## src/hdl/hw_cursor_pkg.sv

```systemverilog
// How it works
// - index port picks the register, data port then reads or writes it
// - cursor 1 extension on: height comes from the 8-bit extension register
// - cursor 1 base low bits 7-4 give data area offset bits 15-12
// - cursor 1 base high bits 5-0 give data area offset bits 21-16
// - cursor 1 base high bits 7-6 always read as zero
// - cursor 1 base low bits 3-0 select one of up to 16 patterns
// - usable patterns limited to 4KB divided by the mode's pattern size
// - cursor 1 X is signed 12-bit, low magnitude from X low register
// - X high: bit 7 sign, bits 2-0 magnitude 10-8, bits 6-3 reserved
// - cursor 1 Y is signed 12-bit, built like X from Y low and high
// - cursor 2 control bit 7 enables blinking at an external rate
// - cursor 2 bits 6 and 5 stretch vertically and horizontally, panel only
// - cursor 2 bit 4 picks border corner (0) or active area corner (1)
// - cursor 2 bit 3 lets its extension register set cursor 2 height
// - modes 000 off, 001 32x32 2bpp, 010 and 011 128x128 1bpp
// - modes 100 to 110 are 64x64 2bpp variants, 111 is reserved
// - after reset every cursor 2 control field is zero
// - cursor 1 control bit 3 enables cursor 1 vertical extension
`default_nettype none
package hw_cursor_pkg;

   // ********************************
   // io ports and register indices
   // ********************************
   localparam logic [15:0] INDEX_PORT = 16'h03d6;
   localparam logic [15:0] DATA_PORT = 16'h03d7;
   localparam logic [7:0] IDX_CURSOR1_CONTROL = 8'ha0;
   localparam logic [7:0] IDX_CURSOR1_HEIGHT_EXT = 8'ha1;
   localparam logic [7:0] IDX_CURSOR1_BASE_LOW_PATTERN = 8'ha2;
   localparam logic [7:0] IDX_CURSOR1_BASE_HIGH = 8'ha3;
   localparam logic [7:0] IDX_CURSOR1_XPOS_LOW = 8'ha4;
   localparam logic [7:0] IDX_CURSOR1_XPOS_HIGH = 8'ha5;
   localparam logic [7:0] IDX_CURSOR1_YPOS_LOW = 8'ha6;
   localparam logic [7:0] IDX_CURSOR1_YPOS_HIGH = 8'ha7;
   localparam logic [7:0] IDX_CURSOR2_CONTROL = 8'ha8;
   localparam logic [7:0] IDX_CURSOR2_HEIGHT_EXT = 8'ha9;

   // ********************************
   // field positions and reset values
   // ********************************
   localparam int CTL_BLINK_BIT = 7;
   localparam int CTL_VSTRETCH_BIT = 6;
   localparam int CTL_HSTRETCH_BIT = 5;
   localparam int CTL_ORIGIN_BIT = 4;
   localparam int CTL_EXT_BIT = 3;
   localparam int POS_SIGN_BIT = 7;
   localparam logic [7:0] POS_HIGH_MASK = 8'h87;
   localparam logic [7:0] BASE_HIGH_MASK = 8'h3f;
   localparam logic [7:0] REG_RESET = 8'h00;
   localparam logic [7:0] INDEX_RESET = 8'h00;

   // ********************************
   // cursor modes and geometry
   // ********************************
   typedef enum logic [2:0] {
      MODE_OFF = 3'h0,
      MODE_32_ANDXOR = 3'h1,
      MODE_128_TWO_COLOR = 3'h2,
      MODE_128_ONE_COLOR = 3'h3,
      MODE_64_THREE_COLOR = 3'h4,
      MODE_64_ANDXOR = 3'h5,
      MODE_64_FOUR_COLOR = 3'h6,
      MODE_RESERVED = 3'h7
   } cursor_mode_type;

   localparam logic [10:0] HEIGHT_32 = 11'h020;
   localparam logic [10:0] HEIGHT_64 = 11'h040;
   localparam logic [10:0] HEIGHT_128 = 11'h080;
   // pattern size as a shift: 256, 1024 and 2048 bytes
   localparam logic [3:0] PAT_SHIFT_32 = 4'h8;
   localparam logic [3:0] PAT_SHIFT_64 = 4'ha;
   localparam logic [3:0] PAT_SHIFT_128 = 4'hb;
   localparam logic [3:0] PAT_SHIFT_MIN = 4'h8;
   localparam logic [4:0] PATTERNS_MAX = 5'h10;
   localparam int EXT_LINE_SHIFT = 2;

endpackage : hw_cursor_pkg
`default_nettype wire

```

## src/hdl/cursor_mode_if.sv

```systemverilog
`timescale 1ns/10ps
`default_nettype none
interface cursor_mode_if;
   import hw_cursor_pkg::*;
   cursor_mode_type mode;
   logic ext_en;
   logic [7:0] ext_height;
   logic [3:0] pattern;
   logic active;
   logic [10:0] height;
   logic [11:0] pattern_offset;
   logic pattern_ok;
   modport regs (output mode, ext_en, ext_height, pattern,
                 input active, height, pattern_offset, pattern_ok);
   modport decode (input mode, ext_en, ext_height, pattern,
                   output active, height, pattern_offset, pattern_ok);
endinterface : cursor_mode_if
`default_nettype wire

```

## src/hdl/cursor_mode_decode.sv

```systemverilog
`timescale 1ns/10ps
`default_nettype none
module cursor_mode_decode
   import hw_cursor_pkg::*;
(
   cursor_mode_if.decode m
);
   logic [10:0] mode_height;
   logic [3:0] pat_shift;
   logic [4:0] pat_count;
   logic [10:0] ext_lines;

   always_comb
   begin
      mode_height = 11'h000;
      pat_shift = PAT_SHIFT_MIN;
      m.active = 1'b1;
      case (m.mode)
         MODE_32_ANDXOR:
         begin
            mode_height = HEIGHT_32;
            pat_shift = PAT_SHIFT_32;
         end
         MODE_128_TWO_COLOR, MODE_128_ONE_COLOR:
         begin
            mode_height = HEIGHT_128;
            pat_shift = PAT_SHIFT_128;
         end
         MODE_64_THREE_COLOR, MODE_64_ANDXOR, MODE_64_FOUR_COLOR:
         begin
            mode_height = HEIGHT_64;
            pat_shift = PAT_SHIFT_64;
         end
         default:
            m.active = 1'b0;
      endcase
   end

   // register holds lines/4 - 1, so add one back before scaling
   assign ext_lines = 11'({3'h0, m.ext_height} + 11'h001) << EXT_LINE_SHIFT;
   assign m.height = m.ext_en ? ext_lines : mode_height;
   // the data area is 4KB, so fewer patterns fit as the pattern grows
   assign pat_count = PATTERNS_MAX >> (pat_shift - PAT_SHIFT_MIN);
   assign m.pattern_ok = m.active && ({1'b0, m.pattern} < pat_count);
   assign m.pattern_offset = 12'({8'h00, m.pattern} << pat_shift);
endmodule : cursor_mode_decode
`default_nettype wire

```

## src/hdl/cursor_pos_convert.sv

```systemverilog
`timescale 1ns/10ps
`default_nettype none
module cursor_pos_convert
   import hw_cursor_pkg::*;
(
   input wire logic [7:0] i_low,
   input wire logic [7:0] i_high,
   output logic [11:0] o_pos
);
   logic [11:0] magnitude;

   // sign plus magnitude becomes two's complement for the pixel engine
   assign magnitude = {1'b0, i_high[2:0], i_low};
   assign o_pos = i_high[POS_SIGN_BIT] ? 12'(~magnitude + 12'h001) : magnitude;
endmodule : cursor_pos_convert
`default_nettype wire

```

## src/hdl/hw_cursor_regs.sv

```systemverilog
`timescale 1ns/10ps
`default_nettype none
module hw_cursor_regs
   import hw_cursor_pkg::*;
(
   input wire logic i_clk,
   input wire logic i_resetn,
   input wire logic i_ce,
   input wire logic [15:0] i_io_addr,
   input wire logic i_io_wr,
   input wire logic i_io_rd,
   input wire logic [7:0] i_io_wdata,
   input wire logic i_panel_mode,
   input wire logic i_blink_phase,
   output logic [7:0] o_io_rdata,
   output logic o_io_rdata_valid,
   output logic [21:0] o_cursor1_base,
   output logic [21:0] o_cursor1_pattern_addr,
   output logic o_cursor1_pattern_ok,
   output logic [11:0] o_cursor1_x,
   output logic [11:0] o_cursor1_y,
   output logic [2:0] o_cursor1_mode,
   output logic [2:0] o_cursor2_mode,
   output logic [10:0] o_cursor1_height,
   output logic [10:0] o_cursor2_height,
   output logic [1:0] o_cursor_active,
   output logic [1:0] o_cursor_show,
   output logic [1:0] o_cursor_vstretch,
   output logic [1:0] o_cursor_hstretch,
   output logic [1:0] o_cursor_origin_active
);

   // ********************************
   // register state
   // ********************************
   logic [7:0] index_q;
   logic [7:0] cursor1_control_q;
   logic [7:0] cursor1_height_ext_q;
   logic [7:0] cursor1_base_low_pattern_q;
   logic [7:0] cursor1_base_high_q;
   logic [7:0] cursor1_xpos_low_q;
   logic [7:0] cursor1_xpos_high_q;
   logic [7:0] cursor1_ypos_low_q;
   logic [7:0] cursor1_ypos_high_q;
   logic [7:0] cursor2_control_q;
   logic [7:0] cursor2_height_ext_q;

   logic index_wr;
   logic data_wr;
   logic index_rd;
   logic data_rd;
   logic [7:0] read_value;
   logic [7:0] control [2];
   logic [11:0] pos [2];
   logic [21:0] base_d;

   // ********************************
   // io port decode
   // ********************************
   // both ports ignore all traffic while the clock enable is low
   assign index_wr = i_ce && i_io_wr && (i_io_addr == INDEX_PORT);
   assign data_wr = i_ce && i_io_wr && (i_io_addr == DATA_PORT);
   assign index_rd = i_ce && i_io_rd && (i_io_addr == INDEX_PORT);
   assign data_rd = i_ce && i_io_rd && (i_io_addr == DATA_PORT);

   always_ff @(posedge i_clk)
   begin
      if (!i_resetn)
      begin
         index_q <= INDEX_RESET;
      end
      else if (index_wr)
      begin
         index_q <= i_io_wdata;
      end
   end

   // ********************************
   // cursor 1 registers
   // ********************************
   always_ff @(posedge i_clk)
   begin
      if (!i_resetn)
      begin
         cursor1_control_q <= REG_RESET;
         cursor1_height_ext_q <= REG_RESET;
      end
      else if (data_wr)
      begin
         if (index_q == IDX_CURSOR1_CONTROL)
         begin
            cursor1_control_q <= i_io_wdata;
         end
         if (index_q == IDX_CURSOR1_HEIGHT_EXT)
         begin
            cursor1_height_ext_q <= i_io_wdata;
         end
      end
   end

   always_ff @(posedge i_clk)
   begin
      if (!i_resetn)
      begin
         cursor1_base_low_pattern_q <= REG_RESET;
         cursor1_base_high_q <= REG_RESET;
      end
      else if (data_wr)
      begin
         if (index_q == IDX_CURSOR1_BASE_LOW_PATTERN)
         begin
            cursor1_base_low_pattern_q <= i_io_wdata;
         end
         if (index_q == IDX_CURSOR1_BASE_HIGH)
         begin
            // reserved bits are never stored, so they read back as zero
            cursor1_base_high_q <= i_io_wdata & BASE_HIGH_MASK;
         end
      end
   end

   always_ff @(posedge i_clk)
   begin
      if (!i_resetn)
      begin
         cursor1_xpos_low_q <= REG_RESET;
         cursor1_xpos_high_q <= REG_RESET;
         cursor1_ypos_low_q <= REG_RESET;
         cursor1_ypos_high_q <= REG_RESET;
      end
      else if (data_wr)
      begin
         if (index_q == IDX_CURSOR1_XPOS_LOW)
         begin
            cursor1_xpos_low_q <= i_io_wdata;
         end
         if (index_q == IDX_CURSOR1_XPOS_HIGH)
         begin
            cursor1_xpos_high_q <= i_io_wdata & POS_HIGH_MASK;
         end
         if (index_q == IDX_CURSOR1_YPOS_LOW)
         begin
            cursor1_ypos_low_q <= i_io_wdata;
         end
         if (index_q == IDX_CURSOR1_YPOS_HIGH)
         begin
            cursor1_ypos_high_q <= i_io_wdata & POS_HIGH_MASK;
         end
      end
   end

   // ********************************
   // cursor 2 registers
   // ********************************
   always_ff @(posedge i_clk)
   begin
      if (!i_resetn)
      begin
         cursor2_control_q <= REG_RESET;
         cursor2_height_ext_q <= REG_RESET;
      end
      else if (data_wr)
      begin
         if (index_q == IDX_CURSOR2_CONTROL)
         begin
            cursor2_control_q <= i_io_wdata;
         end
         if (index_q == IDX_CURSOR2_HEIGHT_EXT)
         begin
            cursor2_height_ext_q <= i_io_wdata;
         end
      end
   end

   // ********************************
   // read back
   // ********************************
   always_comb
   begin
      case (index_q)
         IDX_CURSOR1_CONTROL: read_value = cursor1_control_q;
         IDX_CURSOR1_HEIGHT_EXT: read_value = cursor1_height_ext_q;
         IDX_CURSOR1_BASE_LOW_PATTERN: read_value = cursor1_base_low_pattern_q;
         IDX_CURSOR1_BASE_HIGH: read_value = cursor1_base_high_q;
         IDX_CURSOR1_XPOS_LOW: read_value = cursor1_xpos_low_q;
         IDX_CURSOR1_XPOS_HIGH: read_value = cursor1_xpos_high_q;
         IDX_CURSOR1_YPOS_LOW: read_value = cursor1_ypos_low_q;
         IDX_CURSOR1_YPOS_HIGH: read_value = cursor1_ypos_high_q;
         IDX_CURSOR2_CONTROL: read_value = cursor2_control_q;
         IDX_CURSOR2_HEIGHT_EXT: read_value = cursor2_height_ext_q;
         default: read_value = 8'h00;
      endcase
   end

   // a read answers one cycle later; a write in the same cycle is not seen
   always_ff @(posedge i_clk)
   begin
      if (!i_resetn)
      begin
         o_io_rdata <= 8'h00;
         o_io_rdata_valid <= 1'b0;
      end
      else if (i_ce)
      begin
         o_io_rdata_valid <= index_rd || data_rd;
         if (index_rd)
         begin
            o_io_rdata <= index_q;
         end
         else if (data_rd)
         begin
            o_io_rdata <= read_value;
         end
         else
         begin
            o_io_rdata <= 8'h00;
         end
      end
   end

   // ********************************
   // per-cursor mode decode
   // ********************************
   assign control[0] = cursor1_control_q;
   assign control[1] = cursor2_control_q;

   cursor_mode_if mode_bus [2] ();

   assign mode_bus[0].mode = cursor_mode_type'(cursor1_control_q[2:0]);
   assign mode_bus[0].ext_en = cursor1_control_q[CTL_EXT_BIT];
   assign mode_bus[0].ext_height = cursor1_height_ext_q;
   assign mode_bus[0].pattern = cursor1_base_low_pattern_q[3:0];
   assign mode_bus[1].mode = cursor_mode_type'(cursor2_control_q[2:0]);
   assign mode_bus[1].ext_en = cursor2_control_q[CTL_EXT_BIT];
   assign mode_bus[1].ext_height = cursor2_height_ext_q;
   // cursor 2 pattern select lives in a register this bank does not hold
   assign mode_bus[1].pattern = 4'h0;

   genvar c;
   generate
      for (c = 0; c < 2; c++)
      begin : g_cursor
         cursor_mode_decode u_decode
         (
            .m(mode_bus[c])
         );

         always_ff @(posedge i_clk)
         begin
            if (!i_resetn)
            begin
               o_cursor_active[c] <= 1'b0;
               o_cursor_show[c] <= 1'b0;
               o_cursor_vstretch[c] <= 1'b0;
               o_cursor_hstretch[c] <= 1'b0;
               o_cursor_origin_active[c] <= 1'b0;
            end
            else if (i_ce)
            begin
               o_cursor_active[c] <= mode_bus[c].active;
               // blink rate comes from the panel timing block as a phase
               o_cursor_show[c] <= mode_bus[c].active &&
                  (!control[c][CTL_BLINK_BIT] || i_blink_phase);
               // stretching has no meaning on crt output
               o_cursor_vstretch[c] <= control[c][CTL_VSTRETCH_BIT] && i_panel_mode;
               o_cursor_hstretch[c] <= control[c][CTL_HSTRETCH_BIT] && i_panel_mode;
               o_cursor_origin_active[c] <= control[c][CTL_ORIGIN_BIT];
            end
         end
      end
   endgenerate

   // ********************************
   // cursor 1 positions
   // ********************************
   cursor_pos_convert u_xpos
   (
      .i_low(cursor1_xpos_low_q),
      .i_high(cursor1_xpos_high_q),
      .o_pos(pos[0])
   );

   cursor_pos_convert u_ypos
   (
      .i_low(cursor1_ypos_low_q),
      .i_high(cursor1_ypos_high_q),
      .o_pos(pos[1])
   );

   always_ff @(posedge i_clk)
   begin
      if (!i_resetn)
      begin
         o_cursor1_x <= 12'h000;
         o_cursor1_y <= 12'h000;
      end
      else if (i_ce)
      begin
         o_cursor1_x <= pos[0];
         o_cursor1_y <= pos[1];
      end
   end

   // ********************************
   // cursor 1 data area
   // ********************************
   // the area is 4KB aligned, so the low twelve offset bits are zero
   assign base_d = {cursor1_base_high_q[5:0], cursor1_base_low_pattern_q[7:4], 12'h000};

   always_ff @(posedge i_clk)
   begin
      if (!i_resetn)
      begin
         o_cursor1_base <= 22'h000000;
         o_cursor1_pattern_addr <= 22'h000000;
         o_cursor1_pattern_ok <= 1'b0;
      end
      else if (i_ce)
      begin
         o_cursor1_base <= base_d;
         // an oversize select would wrap inside the area; flag shows it
         o_cursor1_pattern_addr <= base_d | {10'h000, mode_bus[0].pattern_offset};
         o_cursor1_pattern_ok <= mode_bus[0].pattern_ok;
      end
   end

   // ********************************
   // heights and modes
   // ********************************
   always_ff @(posedge i_clk)
   begin
      if (!i_resetn)
      begin
         o_cursor1_height <= 11'h000;
         o_cursor2_height <= 11'h000;
         o_cursor1_mode <= MODE_OFF;
         o_cursor2_mode <= MODE_OFF;
      end
      else if (i_ce)
      begin
         o_cursor1_height <= mode_bus[0].height;
         o_cursor2_height <= mode_bus[1].height;
         o_cursor1_mode <= mode_bus[0].mode;
         o_cursor2_mode <= mode_bus[1].mode;
      end
   end

endmodule : hw_cursor_regs
`default_nettype wire

```

## config.mk

```make
export PLATFORM = sky130hd
export DESIGN_NAME = hw_cursor_regs
export DESIGN_NICKNAME = d
export VERILOG_FILES = /design/src/hdl/hw_cursor_pkg.sv /design/src/hdl/cursor_mode_if.sv /design/src/hdl/cursor_mode_decode.sv /design/src/hdl/cursor_pos_convert.sv /design/src/hdl/hw_cursor_regs.sv
export SDC_FILE = /design/constraint.sdc
export NUM_CORES = 1
export LEC_CHECK = 0
export ABC_AREA = 1
export BUFFER_PORTS_ARGS = -buffer_cell sky130_fd_sc_hd__buf_2
export CAP_MARGIN = 0
export CORE_AREA = 2 2 117 147
export DETAILED_ROUTE_END_ITERATION = 10
export DIE_AREA = 0 0 119 149
export HOLD_SLACK_MARGIN = 0.08
export PLACE_DENSITY = 0.74
export SYNTH_ARGS = -nofsm -noshare
export SYNTH_HDL_FRONTEND = slang
export SYNTH_SLANG_ARGS = --single-unit
```

## constraint.sdc

```tcl
create_clock -name i_clk -period 1.45 [get_ports i_clk]
set_input_delay 0.0725 -clock i_clk [delete_from_list [all_inputs] [get_ports i_clk]]
set_output_delay 0.0725 -clock i_clk [all_outputs]
set_load 0.02 [all_outputs]
```

# == Word level (Yosys, flattened, before mapping) ==
# Index checks and enable logic that the tools add are counted.
# Widths: inputs -> output; s select.
# totals
ff_bits,182
in_bits,31
output_inout_bits,116
elab_cells,113
# op_classes
addsub,5
order_cmp,1
n_eq_ne,24
n_shift,2
muxes,12
bitwise_logic,3
reduce_logical,34
# ops
op,count
$eq 8x8->1 const B,10
$pmux 8 s10,1
$pmux 8 s3,2
$eq 16x10->1 const B,2
$add 12x1->12 const B,2
$mux 12,2
$not 11->12,2
$mux 11,2
$or 22x12->22,1
$reduce_and 2->1,10
$add 8x1->9 const B,2
$eq 3x3->1 const B,6
$mux 8,2
$logic_and 1x1->1,13
$eq 3x2->1 const B,4
$reduce_or 6->1,2
$shl 4x4->12,1
$eq 3x1->1 const B,2
$reduce_or 3->1,2
$lt 4x5->1,1
$shr 5x4->5 const A,1
$pmux 2 s2,1
$reduce_or 2->1,2
$sub 4x4->4 const B,1
3 further kinds,7

# == Longest topological paths before layout ==
# Gate-level depths: netlist of the first run.
# logic_depth
depth_word,7
ltp_mapped,12
depth_no_buf,11

# == Cells and area by module ==
# A second synthesis of the first run with hierarchy kept.
# hier_totals
hier_cells,1269
area_unflattened_um2,8563.2
# modules_own_cells
module,n_inst,cells_per_inst,area_each_um2,seq_area_each_um2
hw_cursor_regs,1,991,7154.4,3443.3
cursor_mode_decode,2,83,419.2,0.0
cursor_pos_convert,2,56,285.3,0.0

# == Least setup slack after synthesis of the first run ==
# OpenSTA, ideal clock, no wires.
# synth_timing
path_kind,reg2reg
from,register cursor1_control_q[2]
to,register o_cursor1_pattern_ok
setup_time_ns,0.132
t_arrival_ns,1.381
setup_slack_ns,-0.064
stages_incl_launch_ff,10
path_buffers,0
path_cell_list,dfxtp_1 inv_1 ha_1 inv_1 nand2_1 ha_1 o21a_1 nor3_1 o21ai_0 a21oi_1
# synth_between
elab_chain_cells,7
elab_cells_between_ends,15
cone_classes,1 x add/sub; 1 x order compare; 6 x eq/ne; 1 x shift; 2 x mux; 4 x reduce/logical
# synth_rtl
item,line_no,source
"start, declared",hw_cursor_regs.sv:37,logic [7:0] cursor1_control_q;
"start signal, assigned",hw_cursor_regs.sv:92,cursor1_control_q <= i_io_wdata;
$eq 3x3->1 or $eq 3x2->1 (tied branches),cursor_mode_decode.sv:18,case (m.mode)
$reduce_or 3->1 or $reduce_or 2->1 (tied branches),cursor_mode_decode.sv:18,
$pmux 2 s2,cursor_mode_decode.sv:18,
$sub 4x4->4,cursor_mode_decode.sv:43,assign pat_count = PATTERNS_MAX >> (pat_shift - PAT_SHIFT_MIN);
$shr 5x4->5,cursor_mode_decode.sv:43,
$lt 4x5->1,cursor_mode_decode.sv:44,"assign m.pattern_ok = m.active && ({1'b0, m.pattern} < pat_count);"
$logic_and 1x1->1 (*),cursor_mode_decode.sv:44,
"end signal, assigned",hw_cursor_regs.sv:323,o_cursor1_pattern_ok <= mode_bus[0].pattern_ok;
"end, declared",hw_cursor_regs.sv:19,"output logic o_cursor1_pattern_ok,"
# Every way passes the cells marked *; elsewhere a longest branch is shown, timed or not.
# A chain may end at the register's enable or synchronous reset.

# == Worst setup path in the final report of the first run ==
# layout_timing
from,register index_q[6]
to,register o_io_rdata[7]
# layout_between
elab_chain_cells,4
elab_cells_between_ends,13
cone_classes,10 x eq/ne; 3 x mux
# layout_rtl
item,line_no,source
"start, declared",hw_cursor_regs.sv:36,logic [7:0] index_q;
"start signal, assigned",hw_cursor_regs.sv:74,index_q <= i_io_wdata;
$eq 8x8->1,hw_cursor_regs.sv:180,case (index_q)
$pmux 8 s10 (*),hw_cursor_regs.sv:180,
$mux 8 (*),hw_cursor_regs.sv:210,else if (data_rd)
$mux 8 (*),hw_cursor_regs.sv:206,if (index_rd)
"end signal, assigned",hw_cursor_regs.sv:208,o_io_rdata <= index_q;
"end signal, assigned",hw_cursor_regs.sv:212,o_io_rdata <= read_value;
"end, declared",hw_cursor_regs.sv:15,"output logic [7:0] o_io_rdata,"
# Marks and branches as above.

==> results of run 1 <==
-- per-layer routing --
layer  routed length (um)  vias up
li1                     -     4113
met1                10110     3789
met2                11880      283
met3                 1437       69
met4                 1298        0
met5                    0        -
-- worst max-delay path, stage by stage, from the launching register on --
cell       delay [ns]
dfxtp_2          0.32
inv_2            0.05
nand2_2          0.06
nor2_4           0.10
buf_12           0.14
bufbuf_16        0.27
nand4_1          0.08
nand2_1          0.13
nor2_1           0.05
nand2_1          0.05
nand2_1          0.07
a21oi_2          0.12
-- area by class of cell --
type | count | share of cell area
Timing Repair Buffer | 234 | 0.1596
Multi-Input combinational cell | 840 | 0.4003
Clock buffer | 20 | 0.04499
Inverter | 110 | 0.04065
Tap cell | 220 | 0.02653
Sequential cell | 160 | 0.3105
Clock inverter | 12 | 0.01749
-- registers in the layout, summed over array words and instances, names as in the netlist, 6 cells and up --
register	count
cursor1_base_high_q	6
cursor1_base_low_pattern_q	8
cursor1_control_q	8
cursor1_height_ext_q	8
cursor1_xpos_low_q	8
cursor1_ypos_low_q	8
cursor2_control_q	8
cursor2_height_ext_q	8
index_q	8
o_cursor1_height	9
o_cursor1_pattern_addr	14
o_cursor1_x	12
o_cursor1_y	12
o_cursor2_height	9
o_io_rdata	8
-- what timing repair did --
| item | in CTS | in global routing |
|---|---|---|
| hold buffers | 12 | 0 |
| pin swaps | 13 | 12 |
| gates cloned | 1 | 1 |
| hold endpoints to repair | 24 | 0 |
| gates resized for setup | 58 | 62 |
| setup endpoints to repair | 80 | 97 |
| buffers inserted | 2 | 3 |
-- worst paths after layout --
| path | slack (ns) | cells after the start | start | end |
|---|---|---|---|---|
| hold reg to reg | 0.46 | 2 | o_cursor1_height[2] | o_cursor1_height[2] |
| hold / removal | 0.20 | 6 | i_io_rd | o_io_rdata[3] |
| setup reg to reg | -0.07 | 11 | index_q[6] | o_io_rdata[7] |
| setup / recovery | -0.07 | 11 | index_q[6] | o_io_rdata[7] |
-- cell families after synthesis --
| logic type | Yosys count | share of synthesized area |
|---|---|---|
| xor+xnor | 7 | 0.007763 |
| compound gates | 223 | 0.1492 |
| other cells | 1 | 0.0004748 |
| simple gates | 578 | 0.3143 |
| buf+inv | 191 | 0.1099 |
| flops | 160 | 0.4056 |
| fa+ha+maj | 8 | 0.01267 |
-- power breakdown --
| part | internal (mW) | total (mW) | switching, mW |
|---|---|---|---|
| sequential | 4.47 | 4.51 | 0.0387 |
| combinational | 0.223 | 0.725 | 0.502 |
| clock | 3.03 | 4.91 | 1.89 |
| total | 7.72 | 10.1 | 2.43 |
-- synth_stat cells, types with 2 or more instances --
master and number:
o211ai_1 4, buf_4 34, nand4_1 10, nor2_2 8, nor2_4 10, a211oi_1 4, or2_2 3, o31ai_1 2
buf_1 4, nand2_1 182, a31oi_1 4, inv_1 103, inv_2 7, nand3b_1 2, o21ai_0 124, nand2_2 8
nand3_1 89, a21oi_1 71, o21ai_1 4, buf_2 12, nor3_1 4, clkbuf_1 29, nor2_1 255, o221ai_1 6
dfxtp_1 160, nand3_2 2, xor2_1 7, ha_1 8
==> reports/qor.txt, run 1 <==
status -> finished with violations
failing checks -> negative setup slack
Seq/Total Area, Yosys -> 0.4056
H-tree depth -> 4
clk sink count -> 160
Final HPWL DP -> 17050 um
vias -> 8254
final instance area -> 0.01037 mm2
VDD IR max -> 0.0007455 V
die area -> 0.01773 mm2
Non-Filler Instances -> 1596
commonest non-fill, non-tap cells in the layout -> nor2_1, nand2_1, dfxtp_1
unrepaired setup endpoints after global routing -> true
fin crit period -> 1.524 ns
global-route wire length before repair -> 37580 um
number of antenna violations at the first check in global routing -> 0
Routed WL -> 24720 um
DR WL/cell -> 15.49 um
Synth async-reset ratio -> 0
max-cap check violation count -> 0
Cell Area, Placed -> 0.009205 mm2
mapped cell area -> 0.007898 mm2
final critical-path share of the clock period -> 1.051
n_diodes -> 0
largest net degree at the start of global routing -> 120
Slew Limit Fails -> 0
M2 GR Usage -> 0.4644
DR DRC count -> 0
CTS tree -> yes
max frequency -> 0.6562 GHz
worst setup margin -> -0.07391 ns
Syn. warnings -> 0
Synth top area share -> 0.4056
die width -> 119 um
Chip Height -> 149 um
gr usage total -> 0.2702
Starting Density -> 0.4783
layer with the highest usage -> met2
Top Ports -> 147
Setup crit end kind -> flop
antenna viol nets, final -> 0
GPL Wtd Cong -> 0.9242
post-synthesis average cell area -> 6.762 um2
WHS -> 0.2034 ns
Post-synth top flop -> dfxtp_1
final setup violation count -> 27
DR pass1 iterations -> 5
min-delay worst type -> primary input to flop
EDFF count, synth -> 0
row count -> 53
dominant cell type by area after synthesis -> dfxtp_1
WP data required -> 1.82 ns
area grow syn2layout -> 31.35%
cts bufs inserted -> 17
core area -> 0.01651 mm2
Final Util -> 0.6282
startpoint types -> flop
pwr dens -> 978.3 mW/mm2
vias in the first global route -> 7439
global routing usage on met3 -> 0.04472
Setup CP Type -> flop to flop
Syn Inst Count -> 1168
CTS root buffer -> clkbuf_16
Crit Path Max Fanout -> 10
most common cell after layout, fill and taps aside -> nor2_1
fillers -> 1477
Reg clk slew, reported paths -> 0.06 ns
Yosys cell types -> 40
met1 usage -> 0.3201
Max Buffers Root-to-Sink -> 2
CP arrival -> 1.89 ns
pre-CTS WS -> -0.1534 ns
# nets final -> 1402
Pleak -> 4.773 nW
clock skew after layout -> 0.006800 ns
number of synthesized register bits -> 160
Synth area leaders -> dfxtp_1, nor2_1, nand2_1
register area -> 0.003221 mm2
total power -> 10.15 mW
global route total overflow -> 0
Clk Latency, worst-skew pair -> 0.43 ns
PortBufs -> 122
share of post-route cells with drive strength above 1 -> 0.2740
Setup Total Neg Slack -> -0.7023 ns
Final Hold Viols -> 0
Multi-input gate area -> 0.004153 mm2
Initial DRC Count -> 533
placed insts -> 1545
Via density -> 5.172
(Power assumes the default switching activity.)
==> run 2: changes to the inputs <==
--- a/config.mk
+++ b/config.mk
@@ -8,11 +8,12 @@
 export ABC_AREA = 1
 export BUFFER_PORTS_ARGS = -buffer_cell sky130_fd_sc_hd__buf_2
 export CAP_MARGIN = 0
-export CORE_AREA = 2 2 117 147
+export CORE_AREA = 2 2 122 153
 export DETAILED_ROUTE_END_ITERATION = 10
-export DIE_AREA = 0 0 119 149
+export DIE_AREA = 0 0 124 155
 export HOLD_SLACK_MARGIN = 0.08
-export PLACE_DENSITY = 0.74
+export PLACE_DENSITY = 0.73
 export SYNTH_ARGS = -nofsm -noshare
 export SYNTH_HDL_FRONTEND = slang
+export SYNTH_HIERARCHICAL = 1
 export SYNTH_SLANG_ARGS = --single-unit
==> reports/qor.txt, run 2 <==
worst setup margin -> -0.07237 ns
fillers -> 1663
PortBufs -> 134
Pleak -> 5.026 nW
GPL Wtd Cong -> 0.9465
area grow syn2layout -> 31.06%
CTS tree -> yes
fin crit period -> 1.522 ns
clock skew after layout -> 0.01106 ns
# nets final -> 1470
DR WL/cell -> 15.27 um
Multi-input gate area -> 0.004647 mm2
Slew Limit Fails -> 0
Syn. warnings -> 6
Chip Height -> 155 um
Top Ports -> 147
min-delay worst type -> primary input to flop
final setup violation count -> 11
failing checks -> negative setup slack
Setup crit end kind -> flop
CP Buf/Inv Count -> 2
Crit Path Max Fanout -> 5
gr usage total -> 0.2703
pre-CTS WS -> -0.1699 ns
global routing usage on met3 -> 0.04472
Starting Density -> 0.4703
global-route wire length before repair -> 40260 um
most common cell after layout, fill and taps aside -> nor2_1
vias -> 8597
Reg clk slew, reported paths -> 0.07 ns
total power -> 10.62 mW
status -> finished with violations
H-tree depth -> 4
slowest CP cell -> dfxtp_2
DR pass1 iterations -> 5
Final Hold Viols -> 0
M2 GR Usage -> 0.4628
max FFs per register -> 22
Largest regs -> o_cursor1_pattern_addr: 22 flops, o_cursor1_x: 12 flops, o_cursor1_y: 12 flops
cts bufs inserted -> 17
startpoint types -> flop
Syn Inst Count -> 1244
Final HPWL DP -> 17690 um
antenna viol nets, final -> 0
CTS root buffer -> clkbuf_16
CP cell instances -> inv_1 > nand2_2 > nor2_2 > buf_4 > nand3_1 > o21ai_1 > nor2_1 > nand2_1 > nand3_2 > a21oi_2
largest stage delay on the critical path -> 0.35 ns
n_diodes -> 0
share of post-route cells with drive strength above 1 -> 0.2815
Routed WL -> 25570 um
register area -> 0.003460 mm2
unrepaired setup endpoints after global routing -> true
VDD IR max -> 0.0007835 V
max-cap check violation count -> 0
layer with the highest usage -> met2
Via density -> 5.136
commonest non-fill, non-tap cells in the layout -> nor2_1, dfxtp_1, o21ai_0
largest reg by FF count -> o_cursor1_pattern_addr
WP data required -> 1.83 ns
global route total overflow -> 0
post-synthesis average cell area -> 6.765 um2
cell family with most CP delay -> simple AND/OR/NAND/NOR gates
Clk Latency, worst-skew pair -> 0.44 ns
row count -> 55
mapped cell area -> 0.008416 mm2
Initial DRC Count -> 491
die area -> 0.01922 mm2
DR DRC count -> 0
core area -> 0.01789 mm2
met1 usage -> 0.3257
final instance area -> 0.01103 mm2
clk sink count -> 172
pwr dens -> 962.9 mW/mm2
largest net degree at the start of global routing -> 62
Setup Total Neg Slack -> -0.5165 ns
Max Buffers Root-to-Sink -> 2
number of antenna violations at the first check in global routing -> 0
Cell Area, Placed -> 0.009613 mm2
die width -> 124 um
CP arrival -> 1.90 ns
final critical-path share of the clock period -> 1.050
vias in the first global route -> 8022
max frequency -> 0.6569 GHz
Setup CP Type -> flop to flop
## run 2: path summary, 6_finish.rpt
path	startpoint	endpoint	slack, ns	cells after the start
setup / recovery	index_q[1]	o_io_rdata[6]	-0.07	10
hold / removal	i_io_wdata[0]	index_q[0]	0.12	3
setup reg to reg	index_q[1]	o_io_rdata[6]	-0.07	10
hold reg to reg	o_cursor_active[1]	o_cursor_active[1]	0.46	2
## run 2: repair_timing
action | 4_1_cts | 5_1_grt
hold buffers | 11 | 0
setup buffers | 10 | 2
endpoints found under the setup margin | 71 | 74
pin swaps | 25 | 17
gates cloned | 2 | 1
hold endpoints to repair | 35 | 0
resized for setup | 105 | 72
## run 2: power by group
part,switching [mW],internal (mW),leakage [nW]
clock,2.04,2.79,0.306
combinational,0.607,0.276,3.31
sequential,0.0608,4.84,1.41
## run 2: area by class of cell
cell class	count	area share
inverter	83	0.03120
timing repair buffer	239	0.1516
tap	228	0.02587
sequential	172	0.3137
multi-input combinational	920	0.4213
clock buffer	18	0.03982
clock inverter	14	0.01656
## run 2: layer usage
metal  wire length, um  vias up
met4              1154        0
met1             10460     3949
li1                  -     4317
met3              1340       68
met2             12610      263
met5                 0        -
## run 2: metrics by stage
stage                 util  hold WS, ns  cells
floorplan                -       0.2171   1265
global placement    0.5373       0.3645   1616
detailed placement  0.5373       0.3766   1616
CTS                 0.6038       0.1046   1671
global route        0.6164       0.1035   1674
finish              0.6164       0.1152   1674
## run 2: tightest hold or removal path, stage by stage
cell and delay (ns):
buf_2 0.24, nand2_1 0.13, a21oi_1 0.06
